[src/rtl/hfq_cfg.svh]
// Purpose: offsets, field positions, reset values of the frame queue control
// Assumes: byte offsets as seen on the register port
// Notes: definitions only
`ifndef HFQ_CFG_SVH
`define HFQ_CFG_SVH

`define HFQ_ADDR_W 9
`define HFQ_DATA_W 16
`define HFQ_PTR_W 11

// register offsets
`define HFQ_OFF_TXCMD 9'h180
`define HFQ_OFF_RXQCMD 9'h182
`define HFQ_OFF_TXPTR 9'h184
`define HFQ_OFF_IRQSTAT 9'h1a0
`define HFQ_OFF_IRQMASK 9'h1a2

// receive queue command fields
`define HFQ_RXQ_BYTE_STAT 11
`define HFQ_RXQ_FRAME_STAT 10
`define HFQ_RXQ_BYTE_EN 6
`define HFQ_RXQ_FRAME_EN 5
`define HFQ_RXQ_AUTODEQ 4
`define HFQ_RXQ_DMA 3
`define HFQ_RXQ_RELEASE 0

// transmit pointer and command fields
`define HFQ_TXP_AUTOINC 14
`define HFQ_TXCMD_ENQ 0
`define HFQ_TXP_RESET 11'h000

// access sizes on the host data port
`define HFQ_SIZE_BYTE 2'h0
`define HFQ_SIZE_WORD 2'h1
`define HFQ_SIZE_DWORD 2'h2

// interrupt status bits
`define HFQ_IRQ_W 4
`define HFQ_IRQ_THRESH 0
`define HFQ_IRQ_DEQ 1
`define HFQ_IRQ_REL 2
`define HFQ_IRQ_ENQ 3

`endif

[src/rtl/hfq_pkg.sv]
// Purpose: types of the frame queue control
// Assumes: constants live in hfq_cfg.svh
// Notes: one-hot state codes
package hfq_pkg;

    typedef enum logic [1:0] {
        HFQ_REL_IDLE = 2'h1,
        HFQ_REL_BUSY = 2'h2
    } hfq_rel_state_type;

endpackage

[src/rtl/hfq_access_ctrl.sv]
// Purpose: host access control of the receive and transmit frame queues
// Assumes: one clock; host bus pins are asynchronous and synchronised here
// Notes: queue datapath, threshold registers and timer are outside
//
// Local design decision: strobed register access.
`timescale 1ns/10ps
`default_nettype none
`include "hfq_cfg.svh"

// Overview of operation
// RULE1 - with the byte threshold enable set, a byte count above the byte threshold raises the receive interrupt.
// RULE2 - with the frame threshold enable set, a frame count above the frame threshold raises the receive interrupt.
// RULE3 - with auto dequeue set, the read pointer moves to the next frame once the current one is fully read.
// RULE4 - while the access bit is set, host strobes with the command pin low reach the receive or transmit buffer.
// RULE5 - during a buffer access window only the receive queue command register can be reached.
// RULE6 - the host clears the access bit when done before touching any other register.
// RULE7 - writing one to the release bit frees the current error frame and the bit clears when freed.
// RULE8 - the host polls the release bit until clear before handling another frame.
// RULE9 - with auto increment set, each host buffer write advances the transmit pointer.
// RULE10 - the pointer steps by one, two or four for byte, word or double word accesses.
// RULE11 - with auto increment clear, the pointer changes only when software writes it; the code also reloads it from txNextFree on txEnqueueDone.
// RULE12 - the pointer is eleven bits, resets to zero and reloads with the next free slot after an enqueue.
// RULE13 - the enqueue command queues one frame and clears itself once that frame has gone.
// RULE14 - thresholds come in as inputs and are compared with live occupancy every cycle.
module hfq_access_ctrl #(
    parameter int BYTE_CNT_W = 16,
    parameter int FRAME_CNT_W = 8
) (
    // clock, reset, enable
    input wire logic ref_clk,
    input wire logic sys_rst,
    input wire logic clkEn,
    // register port
    input wire logic [`HFQ_ADDR_W-1:0] regAddr,
    input wire logic [`HFQ_DATA_W-1:0] regWrData,
    input wire logic regWrStb,
    input wire logic regRdStb,
    output logic [`HFQ_DATA_W-1:0] regRdData,
    // host data pins
    input wire logic chipSelect_n,
    input wire logic readStrobe_n,
    input wire logic writeStrobe_n,
    input wire logic cmdPin,
    input wire logic [1:0] hostAccessSize,
    // receive queue side
    input wire logic [BYTE_CNT_W-1:0] rxByteCount,
    input wire logic [FRAME_CNT_W-1:0] rxFrameCount,
    input wire logic [BYTE_CNT_W-1:0] rxByteThresholdValue,
    input wire logic [FRAME_CNT_W-1:0] rxFrameThresholdValue,
    input wire logic rxFrameReadDone,
    input wire logic rxReleaseDone,
    output logic rxThresholdIrq,
    output logic rxDequeue,
    output logic rxReleaseReq,
    output logic rxBufRead,
    // transmit queue side
    input wire logic txEnqueueDone,
    input wire logic [`HFQ_PTR_W-1:0] txNextFree,
    output logic txEnqueueReq,
    output logic txBufWrite,
    output logic [`HFQ_PTR_W-1:0] txFramePointer,
    output logic [1:0] bufAccessSize,
    // interrupt
    output logic irq
);

    // synchronisers for host pins: {size, cmd, wr, rd, cs}
    logic [5:0] pinMeta_q;
    logic [5:0] pinSync_q;
    logic [5:0] pinIn;
    logic csSync_n;
    logic rdSync_n;
    logic wrSync_n;
    logic cmdSync;
    logic [1:0] sizeSync;

    // control state
    logic byteThrEn_q;
    logic frameThrEn_q;
    logic autoDeqEn_q;
    logic dmaActive_q;
    logic txAutoInc_q;
    logic [`HFQ_PTR_W-1:0] txPtr_q;
    logic [`HFQ_PTR_W-1:0] txPtr_d;
    logic enqReq_q;
    hfq_pkg::hfq_rel_state_type relState_q;
    hfq_pkg::hfq_rel_state_type relState_d;
    logic rdAccPrev_q;
    logic wrAccPrev_q;
    logic rxBufRead_q;
    logic txBufWrite_q;
    logic rxDequeue_q;
    logic thrHit_q;
    logic [`HFQ_IRQ_W-1:0] irqStat_q;
    logic [`HFQ_IRQ_W-1:0] irqStat_d;
    logic [`HFQ_IRQ_W-1:0] irqMask_q;
    logic [`HFQ_DATA_W-1:0] rdData_q;
    logic [`HFQ_DATA_W-1:0] rdData_d;

    // decode
    wire selTxCmd = (regAddr == `HFQ_OFF_TXCMD);
    wire selRxqCmd = (regAddr == `HFQ_OFF_RXQCMD);
    wire selTxPtr = (regAddr == `HFQ_OFF_TXPTR);
    wire selIrqStat = (regAddr == `HFQ_OFF_IRQSTAT);
    wire selIrqMask = (regAddr == `HFQ_OFF_IRQMASK);
    // only the receive queue command stays open in a window
    wire regOpen = ~dmaActive_q | selRxqCmd; // see RULE5
    wire wrEn = regWrStb & regOpen; // see RULE5
    wire rdEn = regRdStb & regOpen; // see RULE5
    wire wrTxCmd = wrEn & selTxCmd;
    wire wrRxqCmd = wrEn & selRxqCmd;
    wire wrTxPtr = wrEn & selTxPtr;
    wire wrIrqStat = wrEn & selIrqStat;
    wire wrIrqMask = wrEn & selIrqMask;

    // threshold comparison against live occupancy
    wire byteHit = rxByteCount > rxByteThresholdValue; // see RULE14
    wire frameHit = rxFrameCount > rxFrameThresholdValue; // see RULE14
    wire thrNow = (byteThrEn_q & byteHit) // see RULE1
        | (frameThrEn_q & frameHit); // see RULE2
    wire thrRise = thrNow & ~thrHit_q;

    // host buffer accesses inside the window
    assign pinIn = {hostAccessSize, cmdPin, writeStrobe_n, readStrobe_n,
        chipSelect_n};
    assign csSync_n = pinSync_q[0];
    assign rdSync_n = pinSync_q[1];
    assign wrSync_n = pinSync_q[2];
    assign cmdSync = pinSync_q[3];
    assign sizeSync = pinSync_q[5:4];
    wire bufSel = dmaActive_q & ~csSync_n & ~cmdSync; // see RULE4
    wire rdAccNow = bufSel & ~rdSync_n;
    wire wrAccNow = bufSel & ~wrSync_n;
    wire rdAccStart = rdAccNow & ~rdAccPrev_q; // see RULE4
    wire wrAccStart = wrAccNow & ~wrAccPrev_q; // see RULE4

    // pointer step by access size
    wire [`HFQ_PTR_W-1:0] txStep =
        (sizeSync == `HFQ_SIZE_DWORD) ? 11'h004 :
        (sizeSync == `HFQ_SIZE_WORD) ? 11'h002 : 11'h001; // see RULE10

    // dequeue request once a whole frame has been read
    wire deqNow = autoDeqEn_q & rxFrameReadDone; // see RULE3

    // release engine
    wire relStart = wrRxqCmd & regWrData[`HFQ_RXQ_RELEASE];
    wire relDoneNow = (relState_q == hfq_pkg::HFQ_REL_BUSY) & rxReleaseDone;

    // pointer next value
    always_comb
    begin
        txPtr_d = txPtr_q; // see RULE11
        if (txEnqueueDone)
        begin
            txPtr_d = txNextFree; // see RULE12
        end
        else if (wrTxPtr)
        begin
            txPtr_d = regWrData[`HFQ_PTR_W-1:0]; // see RULE11
        end
        else if (wrAccStart & txAutoInc_q)
        begin
            txPtr_d = txPtr_q + txStep; // see RULE9
        end
    end

    // release state machine
    always_comb
    begin
        relState_d = relState_q;
        case (relState_q)
            hfq_pkg::HFQ_REL_IDLE:
            begin
                if (relStart)
                begin
                    relState_d = hfq_pkg::HFQ_REL_BUSY; // see RULE7
                end
            end
            hfq_pkg::HFQ_REL_BUSY:
            begin
                if (rxReleaseDone & ~relStart)
                begin
                    relState_d = hfq_pkg::HFQ_REL_IDLE; // see RULE7
                end
            end
            default:
            begin
                relState_d = hfq_pkg::HFQ_REL_IDLE;
            end
        endcase
    end

    // sticky status: set wins over a write-one clear
    always_comb
    begin
        irqStat_d = irqStat_q;
        if (wrIrqStat)
        begin
            irqStat_d = irqStat_q & ~regWrData[`HFQ_IRQ_W-1:0];
        end
        if (thrRise)
        begin
            irqStat_d[`HFQ_IRQ_THRESH] = 1'b1; // see RULE1
        end
        if (deqNow)
        begin
            irqStat_d[`HFQ_IRQ_DEQ] = 1'b1;
        end
        if (relDoneNow)
        begin
            irqStat_d[`HFQ_IRQ_REL] = 1'b1;
        end
        if (enqReq_q & txEnqueueDone)
        begin
            irqStat_d[`HFQ_IRQ_ENQ] = 1'b1;
        end
    end

    // read mux
    always_comb
    begin
        rdData_d = '0;
        if (rdEn & selRxqCmd)
        begin
            rdData_d[`HFQ_RXQ_BYTE_STAT] = byteHit;
            rdData_d[`HFQ_RXQ_FRAME_STAT] = frameHit;
            rdData_d[`HFQ_RXQ_BYTE_EN] = byteThrEn_q;
            rdData_d[`HFQ_RXQ_FRAME_EN] = frameThrEn_q;
            rdData_d[`HFQ_RXQ_AUTODEQ] = autoDeqEn_q;
            rdData_d[`HFQ_RXQ_DMA] = dmaActive_q;
            rdData_d[`HFQ_RXQ_RELEASE] =
                (relState_q == hfq_pkg::HFQ_REL_BUSY); // see RULE8
        end
        else if (rdEn & selTxPtr)
        begin
            rdData_d[`HFQ_TXP_AUTOINC] = txAutoInc_q;
            rdData_d[`HFQ_PTR_W-1:0] = txPtr_q;
        end
        else if (rdEn & selTxCmd)
        begin
            rdData_d[`HFQ_TXCMD_ENQ] = enqReq_q;
        end
        else if (rdEn & selIrqStat)
        begin
            rdData_d[`HFQ_IRQ_W-1:0] = irqStat_q;
        end
        else if (rdEn & selIrqMask)
        begin
            rdData_d[`HFQ_IRQ_W-1:0] = irqMask_q;
        end
    end

    // pin synchronisers
    always_ff @(posedge ref_clk)
    begin
        if (sys_rst)
        begin
            pinMeta_q <= 6'h0f;
            pinSync_q <= 6'h0f;
        end
        else if (clkEn)
        begin
            pinMeta_q <= pinIn;
            pinSync_q <= pinMeta_q;
        end
    end

    // control register fields
    always_ff @(posedge ref_clk)
    begin
        if (sys_rst)
        begin
            byteThrEn_q <= 1'b0;
            frameThrEn_q <= 1'b0;
            autoDeqEn_q <= 1'b0;
            dmaActive_q <= 1'b0;
            txAutoInc_q <= 1'b0;
            irqMask_q <= '0;
        end
        else if (clkEn)
        begin
            if (wrRxqCmd)
            begin
                byteThrEn_q <= regWrData[`HFQ_RXQ_BYTE_EN];
                frameThrEn_q <= regWrData[`HFQ_RXQ_FRAME_EN];
                autoDeqEn_q <= regWrData[`HFQ_RXQ_AUTODEQ];
                dmaActive_q <= regWrData[`HFQ_RXQ_DMA]; // see RULE6
            end
            if (wrTxPtr)
            begin
                txAutoInc_q <= regWrData[`HFQ_TXP_AUTOINC];
            end
            if (wrIrqMask)
            begin
                irqMask_q <= regWrData[`HFQ_IRQ_W-1:0];
            end
        end
    end

    // pointer, enqueue command, release state
    always_ff @(posedge ref_clk)
    begin
        if (sys_rst)
        begin
            txPtr_q <= `HFQ_TXP_RESET; // see RULE12
            enqReq_q <= 1'b0;
            relState_q <= hfq_pkg::HFQ_REL_IDLE;
        end
        else if (clkEn)
        begin
            txPtr_q <= txPtr_d;
            relState_q <= relState_d;
            if (wrTxCmd & regWrData[`HFQ_TXCMD_ENQ])
            begin
                enqReq_q <= 1'b1; // see RULE13
            end
            else if (txEnqueueDone)
            begin
                enqReq_q <= 1'b0; // see RULE13
            end
        end
    end

    // access edges, pulses, status, read data
    always_ff @(posedge ref_clk)
    begin
        if (sys_rst)
        begin
            rdAccPrev_q <= 1'b0;
            wrAccPrev_q <= 1'b0;
            rxBufRead_q <= 1'b0;
            txBufWrite_q <= 1'b0;
            rxDequeue_q <= 1'b0;
            thrHit_q <= 1'b0;
            irqStat_q <= '0;
            rdData_q <= '0;
        end
        else if (clkEn)
        begin
            rdAccPrev_q <= rdAccNow;
            wrAccPrev_q <= wrAccNow;
            rxBufRead_q <= rdAccStart; // see RULE4
            txBufWrite_q <= wrAccStart; // see RULE4
            rxDequeue_q <= deqNow; // see RULE3
            thrHit_q <= thrNow;
            irqStat_q <= irqStat_d;
            rdData_q <= rdData_d;
        end
    end

    // outputs
    assign regRdData = rdData_q;
    assign rxThresholdIrq = thrHit_q; // see RULE1
    assign rxDequeue = rxDequeue_q & clkEn;
    assign rxReleaseReq = (relState_q == hfq_pkg::HFQ_REL_BUSY); // see RULE7
    assign rxBufRead = rxBufRead_q & clkEn;
    assign txEnqueueReq = enqReq_q;
    assign txBufWrite = txBufWrite_q & clkEn;
    assign txFramePointer = txPtr_q;
    assign bufAccessSize = sizeSync;
    assign irq = |(irqStat_q & irqMask_q);

endmodule
`default_nettype wire

[config.mk]
export PLATFORM = sky130hd
export DESIGN_NAME = hfq_access_ctrl
export DESIGN_NICKNAME = d
export VERILOG_FILES = /design/src/rtl/hfq_pkg.sv /design/src/rtl/hfq_access_ctrl.sv
export VERILOG_INCLUDE_DIRS = /design/src /design/src/rtl
export SDC_FILE = /design/constraint.sdc
export NUM_CORES = 1
export LEC_CHECK = 0
export BUFFER_PORTS_ARGS = -buffer_cell sky130_fd_sc_hd__buf_2
export CAP_MARGIN = 10
export CELL_PAD_IN_SITES_DETAIL_PLACEMENT = 2
export CELL_PAD_IN_SITES_GLOBAL_PLACEMENT = 2
export CORE_MARGIN = 2
export CORE_UTILIZATION = 30
export CTS_CLUSTER_DIAMETER = 150
export DETAILED_ROUTE_END_ITERATION = 6
export PLACE_DENSITY = 0.94
export SLEW_MARGIN = 20
export SYNTH_ARGS = -nofsm -noshare
export SYNTH_HDL_FRONTEND = slang
export SYNTH_SLANG_ARGS = --single-unit
export TNS_END_PERCENT = 100
[constraint.sdc]
create_clock -name ref_clk -period 6.2 [get_ports ref_clk]
set_clock_uncertainty 0.05 [all_clocks]
set_input_delay 0.31 -clock ref_clk [delete_from_list [all_inputs] [get_ports ref_clk]]
set_output_delay 0.31 -clock ref_clk [all_outputs]
set_load 0.02 [all_outputs]
==> report_table.html <==
<table>
<tr><th>Metric</th><th>Value</th></tr>
<tr><th colspan="2">Finish</th></tr>
<tr><td>Nets</td><td>675</td></tr>
<tr><td>Most common cell after layout, fill and taps aside</td><td>buf_2</td></tr>
<tr><td>Layout cell share with drive strength beyond 1</td><td>between 20% and 30%</td></tr>
<tr><td>Area occupied by registers</td><td>approximately 0.0012 sq mm</td></tr>
<tr><td>Area growth from synthesis to layout</td><td>28.1%</td></tr>
<tr><td>Most frequent cells in the layout</td><td>buf_2, dfxtp_1, nor2_1</td></tr>
<tr><td>Number of diodes</td><td>0</td></tr>
<tr><td>FILL cells</td><td>between 1000 and 1500</td></tr>
<tr><td>Fin util</td><td>39.2%</td></tr>
<tr><td>Total area of multi-input combinational cells</td><td>roughly 0.0022 sq mm</td></tr>
<tr><th colspan="2">Power</th></tr>
<tr><td>VDD IR max</td><td>about 0.15 mV</td></tr>
<tr><td>Leak Pwr</td><td>2.15 nW</td></tr>
<tr><td>Power per cell area</td><td>~240 mW/mm^2</td></tr>
<tr><th colspan="2">Setup path</th></tr>
<tr><td>Critical Path AT</td><td>~3 ns</td></tr>
<tr><td>Endpoint of the worst-slack reg-to-reg timing path</td><td>txFramePointer[8]</td></tr>
<tr><td>Required time at the worst-slack endpoint</td><td>between 6 and 7 ns</td></tr>
<tr><td>Capturing element type of the critical path</td><td>flip-flop</td></tr>
<tr><td>Startpoint of the lowest-slack register-to-register path</td><td>pinSync_q[4]</td></tr>
<tr><td>Critical Setup Path Class</td><td>flip-flop to flip-flop</td></tr>
<tr><td>Number of cells on the worst reg-to-reg path</td><td>10</td></tr>
<tr><td>Maximum cell stage delay along the critical path</td><td>between 0.4 and 0.5 ns</td></tr>
<tr><td>CP max stage cell</td><td>fa_1</td></tr>
<tr><td>Cell family with the largest share of critical-path delay</td><td>adder cells</td></tr>
<tr><td>Critical-path cell list</td><td>inv_1, ha_1, ha_1, inv_1, fa_1, nor2b_1, o2111ai_1, xor2_1, a211o_1, a311oi_2</td></tr>
<tr><td>Setup slack of the worst register-to-register path</td><td>between 3 and 4 ns</td></tr>
<tr><td>Number of buffer and inverter instances along the worst setup path</td><td>2</td></tr>
<tr><td>Critical path peak fanout</td><td>4</td></tr>
<tr><td>Launch point of the worst path</td><td>pinSync_q[4]</td></tr>
<tr><td>Startpoint Class</td><td>flip-flop</td></tr>
<tr><th colspan="2">Synthesis</th></tr>
<tr><td>Average footprint of a synthesized cell</td><td>approximately 8.5 sq um</td></tr>
<tr><td>Register area share after synthesis</td><td>between 30% and 40%</td></tr>
<tr><td>Primary FF master, synth</td><td>dfxtp_1</td></tr>
<tr><td>Cells after synthesis</td><td>431</td></tr>
<tr><td>FFs w/ async S/R, synth</td><td>0%</td></tr>
<tr><td>Yosys warns</td><td>0</td></tr>
<tr><td>Summed instance area of the synthesized netlist</td><td>about 0.0037 sq mm</td></tr>
<tr><td>Synth cell types</td><td>66</td></tr>
<tr><td>Synthesis-stage register bit count</td><td>58</td></tr>
<tr><td>EDFF count, synth</td><td>0</td></tr>
<tr><th colspan="2">Job</th></tr>
<tr><td>Max-cap viol count</td><td>0</td></tr>
<tr><th colspan="2">Hold path</th></tr>
<tr><td>Endpoint, Worst Hold</td><td>pinMeta_q[0]</td></tr>
<tr><td>Path type of the worst min-delay path</td><td>input port to flip-flop</td></tr>
<tr><td>Critical hold path startpoint</td><td>chipSelect_n</td></tr>
<tr><td>Number of instances on the worst hold path</td><td>2</td></tr>
<tr><th colspan="2">Routing</th></tr>
<tr><td>Total iterations of the first detailed-routing run</td><td>4</td></tr>
<tr><td>Remaining number of nets flagged by the antenna check after routing</td><td>0</td></tr>
<tr><td>Initial DRC Count</td><td>between 150 and 200</td></tr>
<tr><td>WL per Instance</td><td>between 20 and 25 um</td></tr>
<tr><td>DRC viols</td><td>0</td></tr>
<tr><td>Via count</td><td>3884</td></tr>
<tr><td>Via density per instance</td><td>5.56</td></tr>
<tr><td>Post-Route WL</td><td>15500 um</td></tr>
<tr><th colspan="2">Timing</th></tr>
<tr><td>Hold Violations, Final</td><td>0</td></tr>
<tr><td>Post-Route Setup TNS</td><td>0 ns</td></tr>
<tr><td>Worst rel slew slack</td><td>roughly two fifths</td></tr>
<tr><td>Tcrit/Tclk final</td><td>between 40% and 50%</td></tr>
<tr><td>Unrepaired setup endpoints after global routing</td><td>false</td></tr>
<tr><td>Setup Viol. Count Final</td><td>0</td></tr>
<tr><td>Slew Limit Fails</td><td>0</td></tr>
<tr><td>Slew @ Worst Pin</td><td>0.903 ns</td></tr>
<tr><td>Maximum frequency from static timing analysis</td><td>between 300 and 400 MHz</td></tr>
<tr><td>Minimum clock period</td><td>2.80 ns</td></tr>
<tr><th colspan="2">Placed design</th></tr>
<tr><td>Final weighted congestion in routability-driven placement</td><td>around 0.87</td></tr>
<tr><td>Number of buffers inserted by port buffering</td><td>between 100 and 150</td></tr>
<tr><td>Half-perimeter wire length after detailed placement</td><td>~11000 um</td></tr>
<tr><th colspan="2">Die</th></tr>
<tr><td>Top-Level Pins</td><td>about 130</td></tr>
<tr><td>Area of the die</td><td>approximately 0.013 sq mm</td></tr>
<tr><td>Initial Util</td><td>between 30% and 40%</td></tr>
<tr><td>Die width</td><td>around 110 um</td></tr>
<tr><td>Die Y</td><td>around 110 um</td></tr>
<tr><td>Number of cell rows</td><td>40</td></tr>
<tr><td>Floorplan Core Area</td><td>roughly 0.012 sq mm</td></tr>
<tr><th colspan="2">CTS</th></tr>
<tr><td>Total number of clock tree sinks</td><td>58</td></tr>
<tr><td>Clock-pin slew on the worst setup and hold paths</td><td>around 0.06 ns</td></tr>
<tr><td>Post-CTS resize count</td><td>0</td></tr>
<tr><td>CTS tree</td><td>yes</td></tr>
<tr><td>Total of hold buffers inserted after clock tree synthesis</td><td>0</td></tr>
<tr><td>Number of buffers inserted during clock tree synthesis</td><td>9</td></tr>
<tr><td>Post-CTS setup repair buffer count</td><td>0</td></tr>
<tr><td>Max Root-Sink Buffers</td><td>2</td></tr>
<tr><td>Number of H-tree levels</td><td>3</td></tr>
<tr><td>Root Buffer Master</td><td>clkbuf_16</td></tr>
<tr><td>Worst-Skew Late Latency</td><td>~0.34 ns</td></tr>
<tr><th colspan="2">Global route</th></tr>
<tr><td>GRT Resource Usage Total</td><td>24.3%</td></tr>
<tr><td>Wire length of the first global-routing pass</td><td>~24000 um</td></tr>
<tr><td>Congestion Overflow GR</td><td>0</td></tr>
<tr><td>Number of antenna violations at the first check in global routing</td><td>0</td></tr>
<tr><td>Number of global-route vias before repair</td><td>around 4400</td></tr>
<tr><td>Pin count of the biggest net entering global routing</td><td>slightly above 60</td></tr>
<tr><th colspan="2">Run status</th></tr>
<tr><td>Result of the run</td><td>completed</td></tr>
</table>
==> cell families (layout without fill, tap and decap cells) <==
| kind of cell | after synthesis | count (layout) | synth area share [%] |
|---|---|---|---|
| other | 1 | 3 | 0.103 |
| buffers and inverters | 59 | 178 | 7.15 |
| multiplexers | 15 | 15 | 4.18 |
| XOR/XNOR | 7 | 7 | 1.68 |
| flip-flops | 58 | 58 | 31.8 |
| AO/OA/AOI/OAI | 113 | 113 | 23.4 |
| AND/OR/NAND/NOR | 148 | 148 | 21.3 |
| adder cells (fa/ha/maj) | 30 | 30 | 10.5 |
==> state kept, by name, summed over array words and instances, names as in the netlist, 2 cells and up <==
| name | count |
|---|---|
| pinMeta_q | 6 |
| pinSync_q | 6 |
| relState_q | 2 |
| regRdData | 13 |
| irqMask_q | 4 |
| irqStat_q | 4 |
| txFramePointer | 11 |
==> power by group <==
group          switching (mW)  total, mW  internal [mW]
registers              0.0112      0.394          0.383
clock network           0.189      0.553          0.363
logic                  0.0931      0.159         0.0662
==> synth_stat cells, drive strengths merged (10+ instances only) <==
| library cell | n | area (sq um) |
|---|---|---|
| a211o | 15 | 131 |
| a21oi | 25 | 125 |
| a22oi | 16 | 120 |
| buf | 12 | 85.1 |
| clkbuf | 12 | 45.0 |
| dfxtp | 58 | 1160 |
| ha | 29 | 363 |
| inv | 35 | 131 |
| mux2i | 13 | 130 |
| nand2 | 36 | 135 |
| nand3 | 10 | 50.1 |
| nor2 | 48 | 180 |
| nor2b | 10 | 62.6 |
==> through the flow <==
stage,worst slack (ns),power [mW],hold slack (ns),cell area (sq um),cells
after detailed placement,3.48,0.557,0.426,4360,683
final,3.40,1.11,0.126,4680,699
after global routing,3.20,1.14,0.143,4680,699
after CTS,3.38,1.11,0.124,4680,699
after global placement,3.61,0.542,0.399,4360,683
after floorplan,3.80,0.487,0.380,3660,433
==> routing by layer <==
| layer | track usage (%) | vias up | share of wire [%] | wire length [um] |
|---|---|---|---|---|
| met5 | 0 | - | 0 | 0 |
| met4 | 12.0 | 0 | 3.8 | 584 |
| met3 | 3.55 | 45 | 3.7 | 565 |
| met2 | 46.0 | 122 | 53 | 8260 |
| met1 | 26.1 | 1930 | 39 | 6050 |
| li1 | - | 1787 | - | - |
==> layout make-up <==
cell class	instances	area share (%)
repair buffers	127	13.6
clock buffers	10	5.10
flip-flops and latches	58	24.8
inverters	35	2.81
clock inverters	6	1.90
multi-input cells	316	47.8
well taps	147	3.93
==> how the worst max path moves through the flow <==
stage / to / slack, ns / cells past startpoint
global placement: txFramePointer[10] / 3.61 / 10
global route: txFramePointer[8] / 3.20 / 5
detailed placement: txFramePointer[10] / 3.48 / 10
floorplan: txFramePointer[8] / 3.80 / 10
finish: txFramePointer[8] / 3.40 / 10
CTS: txFramePointer[10] / 3.38 / 10
(Power assumes the default switching activity.)
